[src/logic/aph_pkg.sv]
// Constants and types shared by the converter port and its host controller
package aph_pkg;
	// ----------------------------------------
	// Bus layout
	// ----------------------------------------
	localparam int APH_DATA_W = 12;
	localparam int APH_CFG_W = 8;
	localparam int APH_HIGH_W = 4;
	localparam int APH_ACQ_BIT = 5;
	localparam int APH_PWR_HI = 7;
	localparam int APH_PWR_LO = 6;
	localparam int APH_REF_BIT = 4;
	localparam int APH_POL_BIT = 3;
	localparam int APH_CH_HI = 2;
	localparam int APH_CH_LO = 0;
	// ----------------------------------------
	// Power codes
	// ----------------------------------------
	localparam logic [1:0] APH_PWR_FULL_DOWN = 2'h0;
	localparam logic [1:0] APH_PWR_STANDBY = 2'h1;
	localparam logic [1:0] APH_PWR_INT_CLK = 2'h2;
	localparam logic [1:0] APH_PWR_EXT_CLK = 2'h3;
	// ----------------------------------------
	// Timing in nanoseconds and core cycles
	// ----------------------------------------
	localparam int APH_CLK_NS = 4;
	localparam int APH_ACQ_NS = 400;
	localparam int APH_ACQ_CYC = (APH_ACQ_NS + APH_CLK_NS - 1) / APH_CLK_NS;
	localparam int APH_CONV_STEPS = 13;
	localparam int APH_INT_DIV = 4;
	localparam int APH_STROBE_CYC = 4;
	localparam int APH_CNT_W = 8;
	// ----------------------------------------
	// Host register map
	// ----------------------------------------
	localparam int APH_ADDR_W = 4;
	localparam logic [3:0] APH_REG_CTRL = 4'h0;
	localparam logic [3:0] APH_REG_RESULT = 4'h1;
	localparam logic [3:0] APH_REG_STATUS = 4'h2;
	localparam logic [3:0] APH_REG_IRQ = 4'h3;
	localparam logic [3:0] APH_REG_MASK = 4'h4;
	localparam logic [3:0] APH_REG_CFG = 4'h5;
	localparam int APH_IRQ_DONE = 0;
	localparam int APH_IRQ_READ = 1;
	localparam int APH_CTRL_START = 0;
	localparam int APH_CTRL_READ = 1;
	localparam int APH_CTRL_CFG = 2;
	localparam int APH_CTRL_CLK = 3;
	typedef enum logic [2:0] {APH_D_IDLE, APH_D_ACQ, APH_D_HOLD, APH_D_CONV} aph_dev_st_t;
	typedef enum logic [2:0] {APH_H_IDLE, APH_H_WR, APH_H_RD, APH_H_GAP} aph_host_st_t;
endpackage

[src/logic/aph_if.sv]
// Pin-level interface between the host controller and the converter port
`timescale 1ns/1ps
interface aph_if;
	import aph_pkg::*;
	logic cs_n;
	logic rd_n;
	logic wr_n;
	logic conv_clk;
	logic done_n;
	logic [APH_CFG_W-1:0] host_lo;
	logic host_lo_oe;
	logic [APH_CFG_W-1:0] dev_lo;
	logic [APH_HIGH_W-1:0] dev_hi;
	logic dev_oe;
	modport device (input cs_n, rd_n, wr_n, conv_clk, host_lo, host_lo_oe,
		output done_n, dev_lo, dev_hi, dev_oe);
	modport host (output cs_n, rd_n, wr_n, conv_clk, host_lo, host_lo_oe,
		input done_n, dev_lo, dev_hi, dev_oe);
endinterface

[src/logic/aph_edge.sv]
// Edge detector for a strobe pin
`timescale 1ns/1ps
module aph_edge
	import aph_pkg::*;
(
	// Clock and reset
	input wire logic clk_in,
	input wire logic rst_n_in,
	// Strobe
	input wire logic sig_in,
	output logic rise_out,
	output logic fall_out
);
	logic last;
	always_ff @(posedge clk_in or negedge rst_n_in) begin
		if (!rst_n_in) begin
			last <= 1'h1;
		end else begin
			last <= sig_in;
		end
	end
	assign rise_out = sig_in & ~last;
	assign fall_out = ~sig_in & last;
endmodule

[src/logic/aph_device.sv]
// Converter end of the parallel host port
`timescale 1ns/1ps
module aph_device
	import aph_pkg::*;
(
	// Clock and reset
	input wire logic clk_in,
	input wire logic rst_n_in,
	// Link
	aph_if.device link,
	// Analog side: sample value and decoded selections
	input wire logic [APH_DATA_W-1:0] sample_in,
	output logic [2:0] channel_address_out,
	output logic input_reference_select_out,
	output logic polarity_coding_select_out,
	output logic [1:0] power_state_select_out,
	output logic busy_out
);
	aph_dev_st_t state;
	logic [APH_CFG_W-1:0] cfg;
	logic [APH_DATA_W-1:0] result;
	logic [APH_CNT_W-1:0] cnt;
	logic [APH_CNT_W-1:0] steps;
	logic clk_last;
	logic wr_rise, rd_fall;
	logic ext_clk, step;
	logic wr_take, acq_src, conv_go, finish;
	// ----------------------------------------
	// Strobe edges
	// ----------------------------------------
	// Edges show in the same cycle the pin moves, combinationally; every decision below allows for it
	aph_edge u_wr (.clk_in(clk_in), .rst_n_in(rst_n_in), .sig_in(link.wr_n),
		.rise_out(wr_rise), .fall_out());
	aph_edge u_rd (.clk_in(clk_in), .rst_n_in(rst_n_in), .sig_in(link.rd_n),
		.rise_out(), .fall_out(rd_fall));
	// Only the external clock code uses the pin; the host may still toggle it while another code is held here
	assign ext_clk = (cfg[APH_PWR_HI:APH_PWR_LO] == APH_PWR_EXT_CLK);
	always_ff @(posedge clk_in or negedge rst_n_in) begin
		if (!rst_n_in) begin
			clk_last <= 1'h0;
		end else begin
			clk_last <= link.conv_clk;
		end
	end
	// One SAR step per falling edge of the pin clock, or per divider tick inside
	// Pin falls count only in external clock mode, so a stray edge otherwise is harmless
	assign step = ext_clk ? (clk_last & ~link.conv_clk) : (cnt == '0);
	// ----------------------------------------
	// Configuration and sequencing
	// ----------------------------------------
	always_ff @(posedge clk_in or negedge rst_n_in) begin
		if (!rst_n_in) begin
			cfg <= {APH_PWR_INT_CLK, 6'h00};
		end else if (state == APH_D_IDLE && !link.cs_n && wr_rise && link.host_lo_oe) begin
			cfg <= link.host_lo;
		end
	end
	// ----------------------------------------
	// Sequencer
	// ----------------------------------------
	assign wr_take = !link.cs_n && wr_rise;
	// A start without configuration lines uses the source already held
	assign acq_src = link.host_lo_oe ? link.host_lo[APH_ACQ_BIT] : cfg[APH_ACQ_BIT];
	assign conv_go = (state == APH_D_ACQ && cnt == '0) || (state == APH_D_HOLD && wr_take);
	assign finish = (state == APH_D_CONV) && step && (steps == APH_CNT_W'(1));
	always_ff @(posedge clk_in or negedge rst_n_in) begin
		if (!rst_n_in) begin
			state <= APH_D_IDLE;
		end else begin
			unique case (state)
				APH_D_IDLE: begin
					if (wr_take) begin
						state <= acq_src ? APH_D_HOLD : APH_D_ACQ;
					end
				end
				APH_D_ACQ: begin
					if (cnt == '0) begin
						state <= APH_D_CONV;
					end
				end
				APH_D_HOLD: begin
					// Host picks the sampling instant with a second write
					if (wr_take) begin
						state <= APH_D_CONV;
					end
				end
				APH_D_CONV: begin
					// Write edges here are ignored; spacing them is the host's job
					if (finish) begin
						state <= APH_D_IDLE;
					end
				end
				default: state <= APH_D_IDLE;
			endcase
		end
	end
	// ----------------------------------------
	// Counters
	// ----------------------------------------
	// One counter serves acquisition length and then the internal step divider
	always_ff @(posedge clk_in or negedge rst_n_in) begin
		if (!rst_n_in) begin
			cnt <= '0;
		end else if (state == APH_D_IDLE && wr_take) begin
			cnt <= APH_CNT_W'(APH_ACQ_CYC - 1);
		end else if (conv_go) begin
			cnt <= APH_CNT_W'(APH_INT_DIV - 1);
		end else if (state == APH_D_ACQ) begin
			cnt <= cnt - 1'b1;
		end else if (state == APH_D_CONV) begin
			cnt <= (cnt == '0) ? APH_CNT_W'(APH_INT_DIV - 1) : cnt - 1'b1;
		end
	end
	always_ff @(posedge clk_in or negedge rst_n_in) begin
		if (!rst_n_in) begin
			steps <= '0;
		end else if (conv_go) begin
			steps <= APH_CNT_W'(APH_CONV_STEPS);
		end else if (state == APH_D_CONV && step) begin
			steps <= steps - 1'b1;
		end
	end
	// ----------------------------------------
	// Result and done flag
	// ----------------------------------------
	// Sample taken on the last step, so the input may settle through the conversion
	always_ff @(posedge clk_in or negedge rst_n_in) begin
		if (!rst_n_in) begin
			result <= '0;
		end else if (finish) begin
			result <= sample_in;
		end
	end
	// Finish sets the flag low; a read start raises it, finish wins on a tie
	always_ff @(posedge clk_in or negedge rst_n_in) begin
		if (!rst_n_in) begin
			link.done_n <= 1'h1;
		end else if (finish) begin
			link.done_n <= 1'h0;
		end else if ((!link.cs_n && rd_fall) || (state == APH_D_IDLE && wr_take)) begin
			link.done_n <= 1'h1;
		end
	end
	// ----------------------------------------
	// Data bus drive
	// ----------------------------------------
	// Drive follows the pins combinationally so release is immediate on select high
	assign link.dev_oe = !link.cs_n && !link.rd_n;
	assign link.dev_lo = result[APH_CFG_W-1:0];
	assign link.dev_hi = result[APH_DATA_W-1:APH_CFG_W];
	// ----------------------------------------
	// Decoded selections
	// ----------------------------------------
	// Registered copies keep bus activity off the analog selections
	always_ff @(posedge clk_in or negedge rst_n_in) begin
		if (!rst_n_in) begin
			channel_address_out <= 3'h0;
		end else begin
			channel_address_out <= cfg[APH_CH_HI:APH_CH_LO];
		end
	end
	always_ff @(posedge clk_in or negedge rst_n_in) begin
		if (!rst_n_in) begin
			input_reference_select_out <= 1'h0;
		end else begin
			input_reference_select_out <= cfg[APH_REF_BIT];
		end
	end
	always_ff @(posedge clk_in or negedge rst_n_in) begin
		if (!rst_n_in) begin
			polarity_coding_select_out <= 1'h0;
		end else begin
			polarity_coding_select_out <= cfg[APH_POL_BIT];
		end
	end
	always_ff @(posedge clk_in or negedge rst_n_in) begin
		if (!rst_n_in) begin
			power_state_select_out <= APH_PWR_INT_CLK;
		end else begin
			power_state_select_out <= cfg[APH_PWR_HI:APH_PWR_LO];
		end
	end
	// Busy covers acquisition, the host-timed hold and conversion
	always_ff @(posedge clk_in or negedge rst_n_in) begin
		if (!rst_n_in) begin
			busy_out <= 1'h0;
		end else begin
			busy_out <= (state != APH_D_IDLE);
		end
	end
	// Rewrite hazard is on the host; a write edge mid-conversion is ignored
endmodule

[src/flat_wrapper.sv]
// flat-port wrapper written by rule: the top's interface ports become plain ports
module aph_device_flat import aph_pkg::*;
  (clk_in, rst_n_in, sample_in, channel_address_out, input_reference_select_out, polarity_coding_select_out, power_state_select_out, busy_out, link_cs_n, link_rd_n, link_wr_n, link_conv_clk, link_host_lo, link_host_lo_oe, link_done_n, link_dev_lo, link_dev_hi, link_dev_oe);
  aph_if link_i ();
  input wire logic clk_in;
  input wire logic rst_n_in;
  input wire logic [APH_DATA_W-1:0] sample_in;
  output logic [2:0] channel_address_out;
  output logic input_reference_select_out;
  output logic polarity_coding_select_out;
  output logic [1:0] power_state_select_out;
  output logic busy_out;
  input wire logic [$bits(link_i.cs_n)-1:0] link_cs_n;
  input wire logic [$bits(link_i.rd_n)-1:0] link_rd_n;
  input wire logic [$bits(link_i.wr_n)-1:0] link_wr_n;
  input wire logic [$bits(link_i.conv_clk)-1:0] link_conv_clk;
  input wire logic [$bits(link_i.host_lo)-1:0] link_host_lo;
  input wire logic [$bits(link_i.host_lo_oe)-1:0] link_host_lo_oe;
  output wire logic [$bits(link_i.done_n)-1:0] link_done_n;
  output wire logic [$bits(link_i.dev_lo)-1:0] link_dev_lo;
  output wire logic [$bits(link_i.dev_hi)-1:0] link_dev_hi;
  output wire logic [$bits(link_i.dev_oe)-1:0] link_dev_oe;
  assign link_i.cs_n = link_cs_n;
  assign link_i.rd_n = link_rd_n;
  assign link_i.wr_n = link_wr_n;
  assign link_i.conv_clk = link_conv_clk;
  assign link_i.host_lo = link_host_lo;
  assign link_i.host_lo_oe = link_host_lo_oe;
  assign link_done_n = link_i.done_n;
  assign link_dev_lo = link_i.dev_lo;
  assign link_dev_hi = link_i.dev_hi;
  assign link_dev_oe = link_i.dev_oe;
  aph_device u_core (.clk_in(clk_in), .rst_n_in(rst_n_in), .link(link_i), .sample_in(sample_in), .channel_address_out(channel_address_out), .input_reference_select_out(input_reference_select_out), .polarity_coding_select_out(polarity_coding_select_out), .power_state_select_out(power_state_select_out), .busy_out(busy_out));
endmodule
[config.mk]
export PLATFORM = sky130hd
export DESIGN_NAME = aph_device_flat
export DESIGN_NICKNAME = d
export VERILOG_FILES = /design/src/logic/aph_pkg.sv /design/src/logic/aph_if.sv /design/src/logic/aph_edge.sv /design/src/logic/aph_device.sv /design/src/flat_wrapper.sv
export SDC_FILE = /design/constraint.sdc
export NUM_CORES = 1
export LEC_CHECK = 0
export BUFFER_PORTS_ARGS = -buffer_cell sky130_fd_sc_hd__buf_2
export CORE_ASPECT_RATIO = 1.75
export CORE_MARGIN = 2
export CORE_UTILIZATION = 58
export DETAILED_ROUTE_END_ITERATION = 10
export HOLD_SLACK_MARGIN = 0.02
export PLACE_DENSITY = 0.84
export SLEW_MARGIN = 20
export SYNTH_ARGS = -nofsm -noshare
export SYNTH_HDL_FRONTEND = slang
export SYNTH_SLANG_ARGS = --single-unit
export TNS_END_PERCENT = 1
[constraint.sdc]
create_clock -name clk_in -period 3.1 [get_ports clk_in]
set_input_delay 0.93 -clock clk_in [delete_from_list [all_inputs] [get_ports clk_in]]
set_output_delay 0.93 -clock clk_in [all_outputs]
set_load 0.03 [all_outputs]
==> impl_metrics.yaml, run 1 <==
yosys:
  syn_avg_cell_area_sq_um: 11.80
  muxShareOfSynthArea_pct: 11.35
  yosysWarnings: 0
  synth_seq_cells: 50
  synth-compound-area-share_pct: 12.26
  synth_fa_ha_area_share_pct: 4.283
  yosys.area_share.xor_xnor_pct: 0
  synth_cell_types: 51
  yosysTopAreaCell: "dfrtp_1"
  dominantRegCellSynth: "dfrtp_1"
  synthCells: 198
  synth_top_family_by_area: "simple AND/OR/NAND/NOR gates"
  synth_area_sq_mm: 0.002337
  async_reset_ff_share_pct: 100.0
  synthSimpleGateAreaFrac_pct: 15.58
  ys_seq_area_share_pct: 53.80
  synth_area_leaders: "dfrtp_1 48%, mux2_2 9.6%, dfstp_2 5.6%"
  synth_nets: 233
  synth_edf_count: 0
  yosys.area.top_type_share_pct: 48.18
place:
  gp_congestion: 0.9291
  numPortBuffers: 48
  dp.cells: 293
  place_ws_ns: 0.4695
  dp_hpwl_um: 3531
timing:
  rsz0062_at_grt: "no"
  fin_crit_ns: 2.451
  max_freq_ghz: 0.4079
  worst_pin_slew_ns: 0.6497
  slew_viol_final: 0
  timing.clock.skew_ns: 0.003949
  slew_headroom_pct: 56.55
  tns_ns: 0
  postLayoutSetupSlackWorst_ns: 0.6486
  hold_viol: 0
  final.period_utilization_pct: 79.08
  setup_viol: 0
die:
  io_pins: 49
  die_h_um: 87.98
  die_area_sq_mm: 0.004573
  start_util_pct: 60.45
  dieWidth_um: 51.99
  coreArea_sq_mm: 0.003866
  rows: 30
worst_setup_path:
  path_max_fanout: 15
  worstSetupPathType: "register to register"
  required_ns: 3.29
  reg2reg_depth: 6
  crit_end: "u_core.result[2]"
  end_kind: "register"
  reg2reg_slack_ns: 0.65
  reg2reg_from: "u_core.cnt[0]"
  cp-start-kind: "register"
  worstSetupStartpoint: "u_core.cnt[0]"
  r2r_end: "u_core.result[2]"
  arrival_ns: 2.64
clock_network:
  clock_latency_ns: 0.29
  ctsResizeCount: 0
  cts_setup_buffers: 0
  htree_levels: 2
  ctsHoldBuffers: 0
  cts_tree: "built"
  clk_path_buf_depth: 2
  cts.clk_slew.worst_paths_ns: 0.09
  cts.sinks: 50
  clockRootBuffer: "clkbuf_8"
  cts_buffers: 5
global_routing:
  grt_pass1_wl_um: 7997
  first_global_vias: 1820
  grt_max_degree: 26
  grt_usage_pct: 23.42
  grt_antenna_before_repair: 0
  grt.overflow.total: 0
final_layout:
  diodes: 0
  drive_gt1_share_pct: 35.57
  nets: 287
  area_growth_pct: 16.06
  final_core_util_pct: 70.16
  final_cells: 301
  fill_cells: 305
routing:
  drt-total-wl_um: 4707
  firstDrtPassIters: 4
  wl_per_cell_um: 15.64
  drc: 0
  vias_per_cell: 5.890
  drtIter0Drc: 35
  ant_nets: 0
  vias: 1773
flow_run:
  cap_violations: 0
power_and_ir_drop:
  peakVddDrop_uv: 413.6
  powerDensity_mw_per_mm2: 389.2
  leakagePower_nw: 1.305
run_status:
  status: "complete, no violations"
worst_hold_path:
  hold_path.class: "register to register"
  hold_start: "u_core.cfg[7]"
==> metal layers <==
layer  vias to the layer above  global-route usage [%]  part of all wire (%)
li1                        829                       -                     -
met1                       876                   26.47                    36
met2                        52                   41.31                    56
met3                        16                   3.754                   3.5
met4                         0                   12.20                   4.0
met5                         -                       0                     0
==> worst min-delay path by stage <==
| stage | end | slack [ns] | cells after the start |
|---|---|---|---|
| floorplan | u_core.channel_address_out[0] | 0.35 | 0 |
| global placement | u_core.polarity_coding_select_out | 0.35 | 0 |
| detailed placement | u_core.channel_address_out[0] | 0.36 | 0 |
| CTS | u_core.power_state_select_out[1] | 0.38 | 0 |
| global route | u_core.power_state_select_out[1] | 0.38 | 0 |
| finish | u_core.power_state_select_out[1] | 0.37 | 0 |
==> synth_stat cells (2+ instances only) <==
cell,instances
o311ai_0,2
nor2_1,16
dfrtp_1,45
o22ai_1,2
ha_1,8
nand2_1,8
o2111ai_1,2
nand3b_1,2
mux2i_1,4
nor3b_1,2
nand3_1,2
mux2_2,20
or3_1,6
o31ai_1,2
dfstp_2,5
a21oi_1,11
o21ai_0,9
nor3_1,3
inv_1,11
or4_1,3
and2_1,2
nor4_1,4
==> cell type report <==
type | count | area [sq um] | share of cell area [%]
timing repair buffer | 50 | 255.2 | 9.410
tap | 48 | 60.06 | 2.214
sequential | 50 | 1257 | 46.36
inverter | 11 | 41.29 | 1.522
multi-input combinational | 134 | 1016 | 37.45
clock buffer | 6 | 72.57 | 2.675
clock inverter | 2 | 10.01 | 0.3690
==> cell usage in the layout, fill, tap and decap left out, types with 3 or more instances in the layout <==
| master | n |
|---|---|
| mux2_2 | 20 |
| nor3_1 | 3 |
| a21oi_1 | 11 |
| clkbuf_8 | 5 |
| dfrtp_1 | 45 |
| nor2_1 | 16 |
| nand2_1 | 8 |
| mux2i_1 | 4 |
| buf_2 | 48 |
| o21ai_0 | 9 |
| nor4_1 | 4 |
| or3_1 | 6 |
| dfstp_2 | 5 |
| ha_1 | 8 |
| or4_1 | 3 |
| inv_1 | 11 |
==> critical path, stage by stage (launching register included) <==
cell      delay [ns]
dfrtp_1         0.42
inv_1           0.11
ha_1            0.20
nor4b_4         0.35
a21boi_2        0.23
nor3_4          0.62
mux2_2          0.41
==> where the power goes <==
part | internal [W] | switching (W) | total, W
clock network | 0.000157 | 0.000207 | 0.000364
registers | 0.000655 | 0.000000703 | 0.000656
logic | 0.0000152 | 0.0000213 | 0.0000365
==> metrics by stage <==
step	cell area (sq um)	power (W)	hold slack [ns]
after floorplan	2337	0.0006731	0.3486
after global placement	2630	0.0007051	0.3535
final	2713	0.001056	0.3730
after CTS	2713	0.001063	0.3777
after global routing	2713	0.001095	0.3806
after detailed placement	2630	0.0007061	0.3603
==> sequential cells by signal, summed over array words and instances, names as in the netlist <==
name	flops
u_core.power_state_select_out	2
u_core.result	12
u_core.state	2
u_core.busy_out	1
u_core.u_rd.last	1
u_core.clk_last	1
u_core.polarity_coding_select_out	1
u_core.cfg	8
u_core.cnt	8
u_core.steps	8
u_core.input_reference_select_out	1
u_core.channel_address_out	3
u_core.u_wr.last	1
u_core.link.done_n	1
==> cell families after synthesis <==
| group | count (synthesis) |
|---|---|
| adder cells (fa/ha/maj) | 8 |
| buffers and inverters | 14 |
| multiplexers | 24 |
| AO/OA/AOI/OAI | 43 |
| flip-flops | 50 |
| AND/OR/NAND/NOR | 59 |
Note: power is estimated with default switching activity, not from simulation.
==> run 2, diff against run 1 <==
--- a/config.mk
+++ b/config.mk
@@ -8,10 +8,10 @@
 export BUFFER_PORTS_ARGS = -buffer_cell sky130_fd_sc_hd__buf_2
 export CORE_ASPECT_RATIO = 1.75
 export CORE_MARGIN = 2
-export CORE_UTILIZATION = 58
+export CORE_UTILIZATION = 54
 export DETAILED_ROUTE_END_ITERATION = 10
 export HOLD_SLACK_MARGIN = 0.02
-export PLACE_DENSITY = 0.84
+export PLACE_DENSITY = 0.79
 export SLEW_MARGIN = 20
 export SYNTH_ARGS = -nofsm -noshare
 export SYNTH_HDL_FRONTEND = slang
==> constraint.sdc (replaced) <==
create_clock -name clk_in -period 2.5 [get_ports clk_in]
set_input_delay 0.75 -clock clk_in [delete_from_list [all_inputs] [get_ports clk_in]]
set_output_delay 0.75 -clock clk_in [all_outputs]
set_load 0.03 [all_outputs]
==> impl_metrics.yaml, run 2 (same netlist as run 1, synthesis figures left out) <==
timing:
  worst_pin_slew_ns: 0.7071
  slew_viol_final: 0
  fin_crit_ns: 2.189
  hold_viol: 0
  tns_ns: 0
  final.period_utilization_pct: 87.58
  postLayoutSetupSlackWorst_ns: 0.3105
  slew_headroom_pct: 52.57
  rsz0062_at_grt: "no"
  max_freq_ghz: 0.4567
  setup_viol: 0
  timing.clock.skew_ns: 0.007165
final_layout:
  nets: 292
  largest_reg_flops: 12
  final_cell_mix: "48 x buf_2, 45 x dfrtp_1, 20 x mux2_2"
  drive_gt1_share_pct: 36.82
  final_common_cell: "buf_2"
  largest-register: "u_core.result"
  area_growth_pct: 18.90
  diodes: 0
die:
  start_util_pct: 56.32
  io_pins: 49
  coreArea_sq_mm: 0.004150
  rows: 31
  dieWidth_um: 53.73
  die_h_um: 91.03
  die_area_sq_mm: 0.004891
worst_setup_path:
  path_max_fanout: 8
  worstSetupPathType: "register to register"
  r2r_end: "u_core.steps[3]"
  reg2reg_depth: 5
  end_kind: "register"
  required_ns: 2.75
  reg2reg_from: "u_core.cnt[0]"
  path_buf_inv: 1
  cp-start-kind: "register"
  cpPeakStageDelay_ns: 0.63
  arrival_ns: 2.44
  slowest_stage: "o31ai_2"
  worstPathCellList: "inv_1, ha_1, or4b_1, o31ai_2, or3_1"
  reg2reg_slack_ns: 0.31
  path_depth: 5
  cp_top_family: "simple AND/OR/NAND/NOR gates"
worst_hold_path:
  holdPathStages: 0
  hold_start: "u_core.cfg[7]"
  hold_path.class: "register to register"
  whs_endpoint: "u_core.power_state_select_out[1]"
routing:
  drt-total-wl_um: 4935
  firstDrtPassIters: 4
  wl_per_cell_um: 16.07
  vias_per_cell: 5.756
  drc: 0
  vias: 1767
  drtIter0Drc: 23
  ant_nets: 0
place:
  place_ws_ns: 0.3506
  dp_hpwl_um: 3634
  gp_congestion: 0.8671
  numPortBuffers: 48
flow_run:
  cap_violations: 0
run_status:
  status: "complete, no violations"
clock_network:
  cts_setup_buffers: 0
  clock_latency_ns: 0.30
  htree_levels: 2
  clockRootBuffer: "clkbuf_8"
  ctsHoldBuffers: 0
  ctsResizeCount: 0
  cts.clk_slew.worst_paths_ns: 0.09
  clk_path_buf_depth: 2
  cts_buffers: 5
  cts.sinks: 50
  cts_tree: "built"
global_routing:
  grt_pass1_wl_um: 8562
  grt_usage_pct: 23.81
  grt_antenna_before_repair: 0
  first_global_vias: 1868
  grt.overflow.total: 0
  grt_max_degree: 27
power_and_ir_drop:
  powerDensity_mw_per_mm2: 512.6
  peakVddDrop_uv: 558.6
  leakagePower_nw: 1.337
==> run 2: final cells by class <==
class                      count  area (sq um)
clock buffer                   6         72.57
clock inverter                 2         37.54
fill                         317          1371
inverter                      11         41.29
multi-input combinational    134          1016
sequential                    50          1257
tap                           49         61.31
timing repair buffer          55         292.8
==> run 2: worst reg2reg max path, stage by stage, from the launching register on <==
cell	delay (ns)
dfrtp_1	0.41
inv_1	0.11
ha_1	0.18
or4b_1	0.58
o31ai_2	0.63
or3_1	0.22
==> run 2: worst max-delay path by stage <==
stage,startpoint,endpoint,slack (ns)
2_1_floorplan,link_conv_clk,u_core.result[10],0.44
5_1_grt,u_core.cnt[0],u_core.steps[1],0.23
6_report,u_core.cnt[0],u_core.steps[3],0.31
4_1_cts,u_core.cnt[0],u_core.steps[3],0.35
3_5_place_dp,link_wr_n,u_core.cfg[5],0.35
3_3_place_gp,u_core.cnt[0],u_core.steps[1],0.37
==> run 2: metal layers <==
metal / part of all wire (%) / GRT usage [%] / vias to the layer above / routed length [um]
met5: 0 / 0 / - / 0
met4: 3.1 / 11.11 / 0 / 154
met3: 3.4 / 4.112 / 16 / 166
met2: 57 / 40.75 / 46 / 2790
met1: 37 / 27.29 / 860 / 1824
li1: - / - / 845 / -
==> run 2: where the power goes <==
part	internal [W]	switching, W
clock network	0.000299	0.000265
logic	0.0000205	0.0000282
registers	0.000812	0.000000784
total	0.00113	0.000294
==> run 2: metrics by stage <==
stage | utilization (%) | total power (W) | instance area, sq um | std cells | hold WS [ns]
detailed placement | 64.31 | 0.0008782 | 2669 | 299 | 0.3603
floorplan | - | 0.0008347 | 2337 | 198 | 0.3486
finish | 66.96 | 0.001425 | 2779 | 307 | 0.3761
global route | 66.96 | 0.001478 | 2779 | 307 | 0.3884
global placement | 64.31 | 0.0008768 | 2669 | 299 | 0.3555
CTS | 66.96 | 0.001438 | 2779 | 307 | 0.3776
